--- src/tlr_pkg.sv ---
// Constants, types and register map of the typed latch register block
package tlr_pkg;

    // ************************************************************
    // Register map (byte addresses)
    // ************************************************************
    localparam logic [7:0] OFF_CTRL   = 8'h00;
    localparam logic [7:0] OFF_START  = 8'h04;
    localparam logic [7:0] OFF_INIT_F = 8'h08;
    localparam logic [7:0] OFF_INIT_S = 8'h0c;
    localparam logic [7:0] OFF_FVAL   = 8'h10;
    localparam logic [7:0] OFF_SVAL   = 8'h14;
    localparam logic [7:0] OFF_STAT   = 8'h18;

    // ************************************************************
    // Field positions
    // ************************************************************
    localparam int CTRL_MODE_F_LSB = 0;
    localparam int CTRL_MODE_S_LSB = 4;
    localparam int CTRL_PERSIST    = 8;
    localparam int CTRL_LOAD_INIT  = 9;
    localparam int START_GO        = 0;
    localparam int STAT_RUNNING    = 0;
    localparam int STAT_RESTORED   = 1;
    localparam int STAT_LATCH      = 2;

    // ************************************************************
    // Reset values
    // ************************************************************
    localparam logic [31:0] RST_CTRL   = 32'h0000_0000;
    localparam logic [31:0] RST_INIT_F = 32'h0000_0000;
    localparam logic [31:0] RST_INIT_S = 32'h0000_0000;

    // ************************************************************
    // Enumerations
    // ************************************************************
    typedef enum logic [2:0] {
        TLR_MODE_HIGH = 3'h0,
        TLR_MODE_LOW  = 3'h1,
        TLR_MODE_RISE = 3'h2,
        TLR_MODE_FALL = 3'h3,
        TLR_MODE_BOTH = 3'h4
    } tlr_mode_e;

    typedef enum logic [1:0] {
        TLR_KIND_BOOL  = 2'h0,
        TLR_KIND_WORD  = 2'h1,
        TLR_KIND_LONG  = 2'h2,
        TLR_KIND_FLOAT = 2'h3
    } tlr_kind_e;

    typedef enum logic [1:0] {
        TLR_ST_IDLE = 2'b00,
        TLR_ST_LOAD = 2'b01,
        TLR_ST_RUN  = 2'b11
    } tlr_state_e;

    // ************************************************************
    // Carriers
    // ************************************************************
    typedef struct packed {
        logic [31:0] float_bits;
        logic [31:0] signed_val;
    } tlr_pair_s;

endpackage

--- src/tlr_capture.sv ---
// Capture decision for one register variant, evaluated once per scan
`timescale 1ns/1ps
module tlr_capture (
    input  wire logic                pclk,
    input  wire logic                presetn,
    input  wire logic                scan,
    input  wire logic                run,
    input  wire tlr_pkg::tlr_mode_e  mode,
    input  wire logic                latch,
    output logic                     capture
);

    logic prev_q;
    logic prev_d;

    // Previous scan's latch sample; cleared so a high latch at the
    // first scan counts as a rising edge
    always_comb begin
        prev_d = prev_q;
        if (!run) begin
            prev_d = 1'b0;
        end else if (scan) begin
            prev_d = latch;
        end
    end

    always_ff @(posedge pclk or negedge presetn) begin
        if (!presetn) begin
            prev_q <= 1'b0;
        end else begin
            prev_q <= prev_d;
        end
    end

    always_comb begin
        capture = 1'b0;
        if (run && scan) begin
            case (mode)
                tlr_pkg::TLR_MODE_HIGH: capture = latch;
                tlr_pkg::TLR_MODE_LOW:  capture = !latch;
                tlr_pkg::TLR_MODE_RISE: begin
                    capture = latch && !prev_q;
                end
                tlr_pkg::TLR_MODE_FALL: begin
                    capture = !latch && prev_q;
                end
                tlr_pkg::TLR_MODE_BOTH: begin
                    capture = latch != prev_q;
                end
                default: capture = 1'b0;
            endcase
        end
    end

endmodule

--- src/tlr_convert.sv ---
// Casts the data input to both register types
`timescale 1ns/1ps
module tlr_convert (
    input  wire logic [31:0]        data_in,
    input  wire tlr_pkg::tlr_kind_e data_kind,
    output tlr_pkg::tlr_pair_s      value
);

    // Signed integer to single precision; low bits beyond 24 are
    // truncated, every value up to 2**24 is exact
    function automatic logic [31:0] int_to_float(input logic [31:0] v);
        logic        sgn;
        logic [31:0] mag;
        logic [31:0] norm;
        logic [7:0]  expo;
        int          top;
        sgn  = v[31];
        mag  = sgn ? (~v + 32'h0000_0001) : v;
        top  = 0;
        for (int i = 0; i < 32; i++) begin
            if (mag[i]) begin
                top = i;
            end
        end
        norm = mag << (31 - top);
        expo = 8'(127 + top);
        if (mag == 32'h0000_0000) begin
            int_to_float = 32'h0000_0000;
        end else begin
            int_to_float = {sgn, expo, norm[30:8]};
        end
    endfunction

    // Single precision to signed integer, fraction dropped; values
    // beyond the 32-bit range saturate
    function automatic logic [31:0] float_to_int(input logic [31:0] f);
        logic [31:0] mant;
        logic [31:0] mag;
        int          e;
        mant = {8'h00, 1'b1, f[22:0]};
        e    = int'(f[30:23]) - 127;
        mag  = 32'h0000_0000;
        if (e < 0) begin
            mag = 32'h0000_0000;
        end else if (e >= 31) begin
            mag = f[31] ? 32'h8000_0000 : 32'h7fff_ffff;
        end else if (e >= 23) begin
            mag = mant << (e - 23);
        end else begin
            mag = mant >> (23 - e);
        end
        float_to_int = f[31] ? (~mag + 32'h0000_0001) : mag;
    endfunction

    always_comb begin
        value = '0;
        case (data_kind)
            tlr_pkg::TLR_KIND_BOOL: begin
                value.signed_val = {31'h0000_0000, data_in[0]};
                value.float_bits = int_to_float(value.signed_val);
            end
            tlr_pkg::TLR_KIND_WORD: begin
                value.signed_val = {16'h0000, data_in[15:0]};
                value.float_bits = int_to_float(value.signed_val);
            end
            tlr_pkg::TLR_KIND_LONG: begin
                value.signed_val = data_in;
                value.float_bits = int_to_float(data_in);
            end
            default: begin
                value.float_bits = data_in;
                value.signed_val = float_to_int(data_in);
            end
        endcase
    end

endmodule

--- src/tlr_top.sv ---
// Typed latch register: float and signed variants behind an APB slave
//
// Register access over APB and the register addresses are this design's own decisions.
`timescale 1ns/1ps
module tlr_top (
    input  wire logic               pclk,
    input  wire logic               presetn,
    // APB slave
    input  wire logic               psel,
    input  wire logic               penable,
    input  wire logic               pwrite,
    input  wire logic [7:0]         paddr,
    input  wire logic [31:0]        pwdata,
    output logic [31:0]             prdata,
    output logic                    pready,
    output logic                    pslverr,
    // Upstream function blocks
    input  wire logic               scan_strobe,
    input  wire logic [31:0]        data_in,
    input  wire tlr_pkg::tlr_kind_e data_kind,
    input  wire logic               latch_in,
    input  wire logic               latch_connected,
    input  wire logic               new_project,
    // Non-volatile store
    input  wire logic               nv_saved_valid,
    input  wire tlr_pkg::tlr_pair_s nv_saved,
    output logic                    nv_write,
    output tlr_pkg::tlr_pair_s      nv_write_data,
    // Register outputs
    output logic [31:0]             float_value_out,
    output logic [31:0]             signed_value_out
);

    // ************************************************************
    // Configuration registers
    // ************************************************************
    tlr_pkg::tlr_mode_e mode_f_q;
    tlr_pkg::tlr_mode_e mode_f_d;
    tlr_pkg::tlr_mode_e mode_s_q;
    tlr_pkg::tlr_mode_e mode_s_d;
    logic               persist_q;
    logic               persist_d;
    logic               load_init_q;
    logic               load_init_d;
    logic [31:0]        init_f_q;
    logic [31:0]        init_f_d;
    logic [31:0]        init_s_q;
    logic [31:0]        init_s_d;
    logic               go;
    logic               wr_acc;

    assign wr_acc = psel && penable && pwrite;
    assign go     = wr_acc && (paddr == tlr_pkg::OFF_START)
                    && pwdata[tlr_pkg::START_GO];

    // Codes outside the five modes are ignored on write, so the field
    // always names exactly one mode
    function automatic logic mode_ok(input logic [2:0] m);
        mode_ok = m <= 3'h4;
    endfunction

    always_comb begin
        mode_f_d    = mode_f_q;
        mode_s_d    = mode_s_q;
        persist_d   = persist_q;
        load_init_d = load_init_q;
        init_f_d    = init_f_q;
        init_s_d    = init_s_q;
        if (wr_acc) begin
            if (paddr == tlr_pkg::OFF_CTRL) begin
                if (mode_ok(pwdata[tlr_pkg::CTRL_MODE_F_LSB +: 3])) begin
                    mode_f_d = tlr_pkg::tlr_mode_e'(
                        pwdata[tlr_pkg::CTRL_MODE_F_LSB +: 3]);
                end
                if (mode_ok(pwdata[tlr_pkg::CTRL_MODE_S_LSB +: 3])) begin
                    mode_s_d = tlr_pkg::tlr_mode_e'(
                        pwdata[tlr_pkg::CTRL_MODE_S_LSB +: 3]);
                end
                persist_d   = pwdata[tlr_pkg::CTRL_PERSIST];
                load_init_d = pwdata[tlr_pkg::CTRL_LOAD_INIT];
            end else if (paddr == tlr_pkg::OFF_INIT_F) begin
                init_f_d = pwdata;
            end else if (paddr == tlr_pkg::OFF_INIT_S) begin
                init_s_d = pwdata;
            end
        end
    end

    always_ff @(posedge pclk or negedge presetn) begin
        if (!presetn) begin
            mode_f_q    <= tlr_pkg::tlr_mode_e'(tlr_pkg::RST_CTRL[2:0]);
            mode_s_q    <= tlr_pkg::tlr_mode_e'(tlr_pkg::RST_CTRL[6:4]);
            persist_q   <= tlr_pkg::RST_CTRL[tlr_pkg::CTRL_PERSIST];
            load_init_q <= tlr_pkg::RST_CTRL[tlr_pkg::CTRL_LOAD_INIT];
            init_f_q    <= tlr_pkg::RST_INIT_F;
            init_s_q    <= tlr_pkg::RST_INIT_S;
        end else begin
            mode_f_q    <= mode_f_d;
            mode_s_q    <= mode_s_d;
            persist_q   <= persist_d;
            load_init_q <= load_init_d;
            init_f_q    <= init_f_d;
            init_s_q    <= init_s_d;
        end
    end

    // ************************************************************
    // Start-up sequence and value registers
    // ************************************************************
    tlr_pkg::tlr_state_e state_q;
    tlr_pkg::tlr_state_e state_d;
    logic [31:0]         fval_q;
    logic [31:0]         fval_d;
    logic [31:0]         sval_q;
    logic [31:0]         sval_d;
    logic                restored_q;
    logic                restored_d;
    logic                nv_write_q;
    logic                nv_write_d;
    logic                latch;
    logic                run;
    logic                cap_f;
    logic                cap_s;
    tlr_pkg::tlr_pair_s  conv;

    assign latch = latch_connected && latch_in;
    assign run   = state_q == tlr_pkg::TLR_ST_RUN;

    tlr_capture u_cap_float (
        .pclk    (pclk),
        .presetn (presetn),
        .scan    (scan_strobe),
        .run     (run),
        .mode    (mode_f_q),
        .latch   (latch),
        .capture (cap_f)
    );

    tlr_capture u_cap_signed (
        .pclk    (pclk),
        .presetn (presetn),
        .scan    (scan_strobe),
        .run     (run),
        .mode    (mode_s_q),
        .latch   (latch),
        .capture (cap_s)
    );

    tlr_convert u_convert (
        .data_in   (data_in),
        .data_kind (data_kind),
        .value     (conv)
    );

    always_comb begin
        state_d    = state_q;
        fval_d     = fval_q;
        sval_d     = sval_q;
        restored_d = restored_q;
        nv_write_d = 1'b0;
        case (state_q)
            tlr_pkg::TLR_ST_IDLE: begin
                if (go) begin
                    state_d = tlr_pkg::TLR_ST_LOAD;
                end
            end
            tlr_pkg::TLR_ST_LOAD: begin
                // Saved copy wins after power return; after a fresh
                // download the load-initial choice decides
                if (persist_q && nv_saved_valid
                    && !(new_project && load_init_q)) begin
                    fval_d     = nv_saved.float_bits;
                    sval_d     = nv_saved.signed_val;
                    restored_d = 1'b1;
                end else begin
                    fval_d     = init_f_q;
                    sval_d     = init_s_q;
                    restored_d = 1'b0;
                end
                state_d = tlr_pkg::TLR_ST_RUN;
            end
            tlr_pkg::TLR_ST_RUN: begin
                if (go) begin
                    state_d = tlr_pkg::TLR_ST_LOAD;
                end else begin
                    // Without a capture both values stay put
                    if (cap_f) begin
                        fval_d = conv.float_bits;
                    end
                    if (cap_s) begin
                        sval_d = conv.signed_val;
                    end
                    nv_write_d = persist_q && (cap_f || cap_s);
                end
            end
            default: state_d = tlr_pkg::TLR_ST_IDLE;
        endcase
    end

    always_ff @(posedge pclk or negedge presetn) begin
        if (!presetn) begin
            state_q    <= tlr_pkg::TLR_ST_IDLE;
            fval_q     <= tlr_pkg::RST_INIT_F;
            sval_q     <= tlr_pkg::RST_INIT_S;
            restored_q <= 1'b0;
            nv_write_q <= 1'b0;
        end else begin
            state_q    <= state_d;
            fval_q     <= fval_d;
            sval_q     <= sval_d;
            restored_q <= restored_d;
            nv_write_q <= nv_write_d;
        end
    end

    assign float_value_out  = fval_q;
    assign signed_value_out = sval_q;
    assign nv_write         = nv_write_q;
    assign nv_write_data    = '{float_bits: fval_q, signed_val: sval_q};

    // ************************************************************
    // APB read path
    // ************************************************************
    // Read data and error are caught in the setup cycle so the
    // access phase completes at once with registered outputs
    logic [31:0] rdata_q;
    logic [31:0] rdata_d;
    logic        err_q;
    logic        err_d;
    logic        setup;

    assign setup = psel && !penable;

    always_comb begin
        rdata_d = rdata_q;
        err_d   = err_q;
        if (setup) begin
            rdata_d = 32'h0000_0000;
            err_d   = 1'b0;
            if (paddr == tlr_pkg::OFF_CTRL) begin
                rdata_d[tlr_pkg::CTRL_MODE_F_LSB +: 3] = mode_f_q;
                rdata_d[tlr_pkg::CTRL_MODE_S_LSB +: 3] = mode_s_q;
                rdata_d[tlr_pkg::CTRL_PERSIST]         = persist_q;
                rdata_d[tlr_pkg::CTRL_LOAD_INIT]       = load_init_q;
            end else if (paddr == tlr_pkg::OFF_START) begin
                rdata_d = 32'h0000_0000;
            end else if (paddr == tlr_pkg::OFF_INIT_F) begin
                rdata_d = init_f_q;
            end else if (paddr == tlr_pkg::OFF_INIT_S) begin
                rdata_d = init_s_q;
            end else if (paddr == tlr_pkg::OFF_FVAL) begin
                rdata_d = fval_q;
                err_d   = pwrite;
            end else if (paddr == tlr_pkg::OFF_SVAL) begin
                rdata_d = sval_q;
                err_d   = pwrite;
            end else if (paddr == tlr_pkg::OFF_STAT) begin
                rdata_d[tlr_pkg::STAT_RUNNING]  = run;
                rdata_d[tlr_pkg::STAT_RESTORED] = restored_q;
                rdata_d[tlr_pkg::STAT_LATCH]    = latch;
                err_d   = pwrite;
            end else begin
                err_d = 1'b1;
            end
        end
    end

    always_ff @(posedge pclk or negedge presetn) begin
        if (!presetn) begin
            rdata_q <= 32'h0000_0000;
            err_q   <= 1'b0;
        end else begin
            rdata_q <= rdata_d;
            err_q   <= err_d;
        end
    end

    assign prdata  = rdata_q;
    assign pready  = 1'b1;
    assign pslverr = psel && penable && err_q;

endmodule

--- config.mk ---
export PLATFORM = sky130hd
export DESIGN_NAME = tlr_top
export DESIGN_NICKNAME = d
export VERILOG_FILES = /design/src/tlr_pkg.sv /design/src/tlr_capture.sv /design/src/tlr_convert.sv /design/src/tlr_top.sv
export SDC_FILE = /design/constraint.sdc
export NUM_CORES = 1
export LEC_CHECK = 0
export BUFFER_PORTS_ARGS = -buffer_cell sky130_fd_sc_hd__buf_2
export CORE_UTILIZATION = 35
export CTS_BUF_LIST = sky130_fd_sc_hd__clkbuf_8
export CTS_CLUSTER_DIAMETER = 30
export DETAILED_ROUTE_END_ITERATION = 12
export GPL_TIMING_DRIVEN = 0
export PLACE_DENSITY = 0.6
export SLEW_MARGIN = 5
export SYNTH_ARGS = -nofsm -noshare
export SYNTH_HDL_FRONTEND = slang
export SYNTH_SLANG_ARGS = --single-unit
export TNS_END_PERCENT = 10
--- constraint.sdc ---
create_clock -name pclk -period 3.3 [get_ports pclk]
set_input_delay 0.165 -clock pclk [delete_from_list [all_inputs] [get_ports pclk]]
set_output_delay 0.165 -clock pclk [all_outputs]
set_load 0.02 [all_outputs]
==> metrics.txt <==
status finished with violations; violated checks setup timing; via count 23456; Inst Count DP 3490; largest net degree at the start of global routing 90; Cells after Synth ~2400; Slew HR 0.176; vias per cell roughly 6.5; Fillers between 5000 and 6000; Rows 86; Post-Place Cell Area 0.0223 sq mm; Worst-Margin Slew ~1.2 ns; final instance area roughly 0.026 sq mm; Final Hold Viols 0; vias in the first global route ~22000; Final Wtd Congestion between 1 and 1.5; period utilisation layout 1.39; worst skew pair latency around 0.5 ns; reg2reg setup slack -1.07 ns; Top Layer Used met5; Hold Path Depth 2; most numerous cell in the Yosys netlist nand2_1; Crit path required time 3.64 ns; cell taking the most area after synthesis dfrtp_1; CP bufs+invs 9; worst r2r dst float_value_out[10]; die height ~240 microns; syn nets around 2600; GR Util All Layers 0.375; IO buf count between 200 and 300; Setup CP Type in2reg; Seq cells post-synth roughly 170; post-place setup slack -3.58 ns; clock transition at the registers of the reported paths 0.10 ns; CTS tree done; crit path time final 4.59 ns; max-slew violations 0; leakage power roughly 10 nW; slowest cell delay on critical path around 0.33 ns; Hold Crit Start pwdata[0]; fmax between 200 and 250 MHz; Layout Cells excl Fill around 3600; Initial Utilization 0.355; worst vdd ir 0.508 mV; CTS Buf Count 17; Die Area between 0.05 and 0.06 sq mm; r2r startpoint u_cap_signed.prev_q; grt total ovfl 0; initial antenna violation count 4; ys async rst share 1.00; RSZ-0062 raised after global routing true; Setup Skew between 0.01 and 0.015 ns; Seq/Total Area, Yosys 0.222; Arr. time, crit path between 4 and 5 ns; Yosys top cell area share 0.222; synthesized area about 0.020 sq mm; Core ar. between 0.05 and 0.06 sq mm; CP top delay family simple AND/OR/NAND/NOR gates; Power Dens Cells roughly 500 mW/mm^2; drt total wl 110000 microns; slowest stage cell, crit path a221oi_4; WL met1 between 40000 and 50000 microns; post-route ant nets 0; wire per inst 30.4 microns; Startpoint Class primary input; # IOs 311; DRT iter0 DRCs ~2600; Multi-input gate area between 0.015 and 0.02 sq mm; commonest cells in the netlist nand2_1 (262), o21ai_0 (215), dfrtp_1 (174), nor2_1 (168), clkbuf_1 (161); share of layout cells above drive strength 1 0.349; number of max-cap violations 0; Netlist cell types 110; Reg area approximately 0.0044 sq mm; CTS H-Tree Depth 4; reg2reg path depth 11; hold worst-path end init_s_q[0]; final worst setup slack -1.29 ns; syn avg cell area about 8.0 sq um; met2 WL 49800 microns; ys flop type dfrtp_1; Final Util 0.464; first-pass GRT wire length 156000 microns; # DRC 0; setup TNS -65.65 ns; Hold Path Class in2reg; top cells by area, synth dfrtp_1 (22%), mux2i_1 (7.0%), mux2_2 (6.0%), o21ai_0 (5.5%), mux4_2 (5.1%); area grow syn2layout 30.7%; Detailed Place HPWL between 80000 and 90000 microns; crit end category register; DR pass1 iterations 6; clk sink count 174; Post-synth EDFFs 0; clk buf depth 2; Yosys warning total 0; Die W 239 microns; Final #Nets between 3000 and 4000; met3 WL 10300 microns; endpoints failing setup 64; CP Max Fanout 7; root buffer cell clkbuf_8
==> worst register-to-register path, delay by kind of cell, from the launching register on <==
family                   cells  cell delay, ns
AND/OR/NAND/NOR              3            0.74
AO/OA/AOI/OAI                3            1.31
buffers and inverters        4            1.48
adder cells (fa/ha/maj)      1            0.30
flip-flops                   1            0.39
==> cell families (layout without fill, tap and decap cells) <==
family,Yosys count,count (layout),synth area share
AO/OA/AOI/OAI,784,784,0.273
XOR/XNOR,74,74,0.0349
adder cells (fa/ha/maj),30,30,0.0192
buffers and inverters,340,782,0.0823
flip-flops,174,174,0.222
multiplexers,288,288,0.182
other,1,2,0.000191
AND/OR/NAND/NOR,749,749,0.185
==> worst max-delay path by stage <==
| stage | from | to | slack (ns) | cells after the start |
|---|---|---|---|---|
| global route | data_in[24] | signed_value_out[10] | -1.50 | 24 |
| floorplan | data_in[25] | signed_value_out[13] | -1.28 | 24 |
| CTS | data_in[23] | signed_value_out[13] | -1.28 | 25 |
| global placement | data_in[24] | signed_value_out[10] | -3.65 | 24 |
| detailed placement | data_in[24] | signed_value_out[14] | -3.58 | 23 |
| finish | data_in[23] | signed_value_out[10] | -1.29 | 28 |
==> registers in the layout (all words and copies together) (netlist names) <==
register	count
restored_q	1
mode_s_q	3
load_init_q	1
init_f_q	32
nv_write	1
u_cap_signed.prev_q	1
prdata	32
signed_value_out	32
float_value_out	32
err_q	1
persist_q	1
state_q	2
mode_f_q	3
init_s_q	32
==> cells in the final DEF (no fill, tap or decap), types with 17 or more instances in the layout <==
cell type / instances
a211oi_1: 40
a21o_1: 23
a21oi_1: 127
a221oi_1: 38
a22o_1: 32
a31oi_1: 19
buf_1: 18
buf_2: 308
buf_4: 150
buf_6: 22
clkbuf_1: 127
clkbuf_8: 17
dfrtp_1: 174
dlygate4sd3_1: 35
ha_1: 18
inv_1: 34
mux2_2: 104
mux2i_1: 116
mux4_2: 44
nand2_1: 250
nand3_1: 53
nand4_1: 17
nor2_1: 157
nor2b_1: 21
nor3_1: 53
o211ai_1: 24
o21ai_0: 157
o21ai_1: 38
o21ai_2: 20
o31ai_1: 22
xnor2_1: 34
==> metal layers <==
| metal | vias up | GRT usage |
|---|---|---|
| met5 | - | 0 |
| met4 | 6 | 0.179 |
| met3 | 274 | 0.0626 |
| met2 | 1561 | 0.605 |
| met1 | 11590 | 0.486 |
| li1 | 10025 | - |
==> repair_timing <==
| action | in CTS | in global routing |
|---|---|---|
| hold endpoints to repair | 154 | 0 |
| gates cloned | 1 | 1 |
| setup buffers | 46 | 34 |
| pin swaps | 67 | 70 |
| resized for setup | 294 | 182 |
| setup endpoints to repair | 64 | 65 |
| hold buffers | 35 | 0 |
==> cell type report <==
cell class / instances / area share
diodes: 1 / 0.0000977
plain buffers: 282 / 0.0664
clock buffers: 17 / 0.00914
clock inverters: 15 / 0.00547
inverters: 49 / 0.00875
multi-input cells: 1926 / 0.601
flip-flops and latches: 174 / 0.170
well taps: 748 / 0.0366
repair buffers: 419 / 0.103
==> metrics by stage <==
step | hold slack [ns] | power [W]
final | 0.0370 | 0.0127
after global routing | 0.0488 | 0.0131
after CTS | 0.00532 | 0.0123
after detailed placement | 0.220 | 0.0104
after global placement | 0.413 | 0.0103
after floorplan | -0.131 | 0.00740
==> where the power goes <==
group	switching [W]	total [W]	internal, W
combinational	0.00494	0.00773	0.00279
sequential	0.000903	0.00344	0.00254
clock	0.000930	0.00149	0.000560
total	0.00678	0.0127	0.00588
Note: power is estimated with default switching activity, not from simulation.
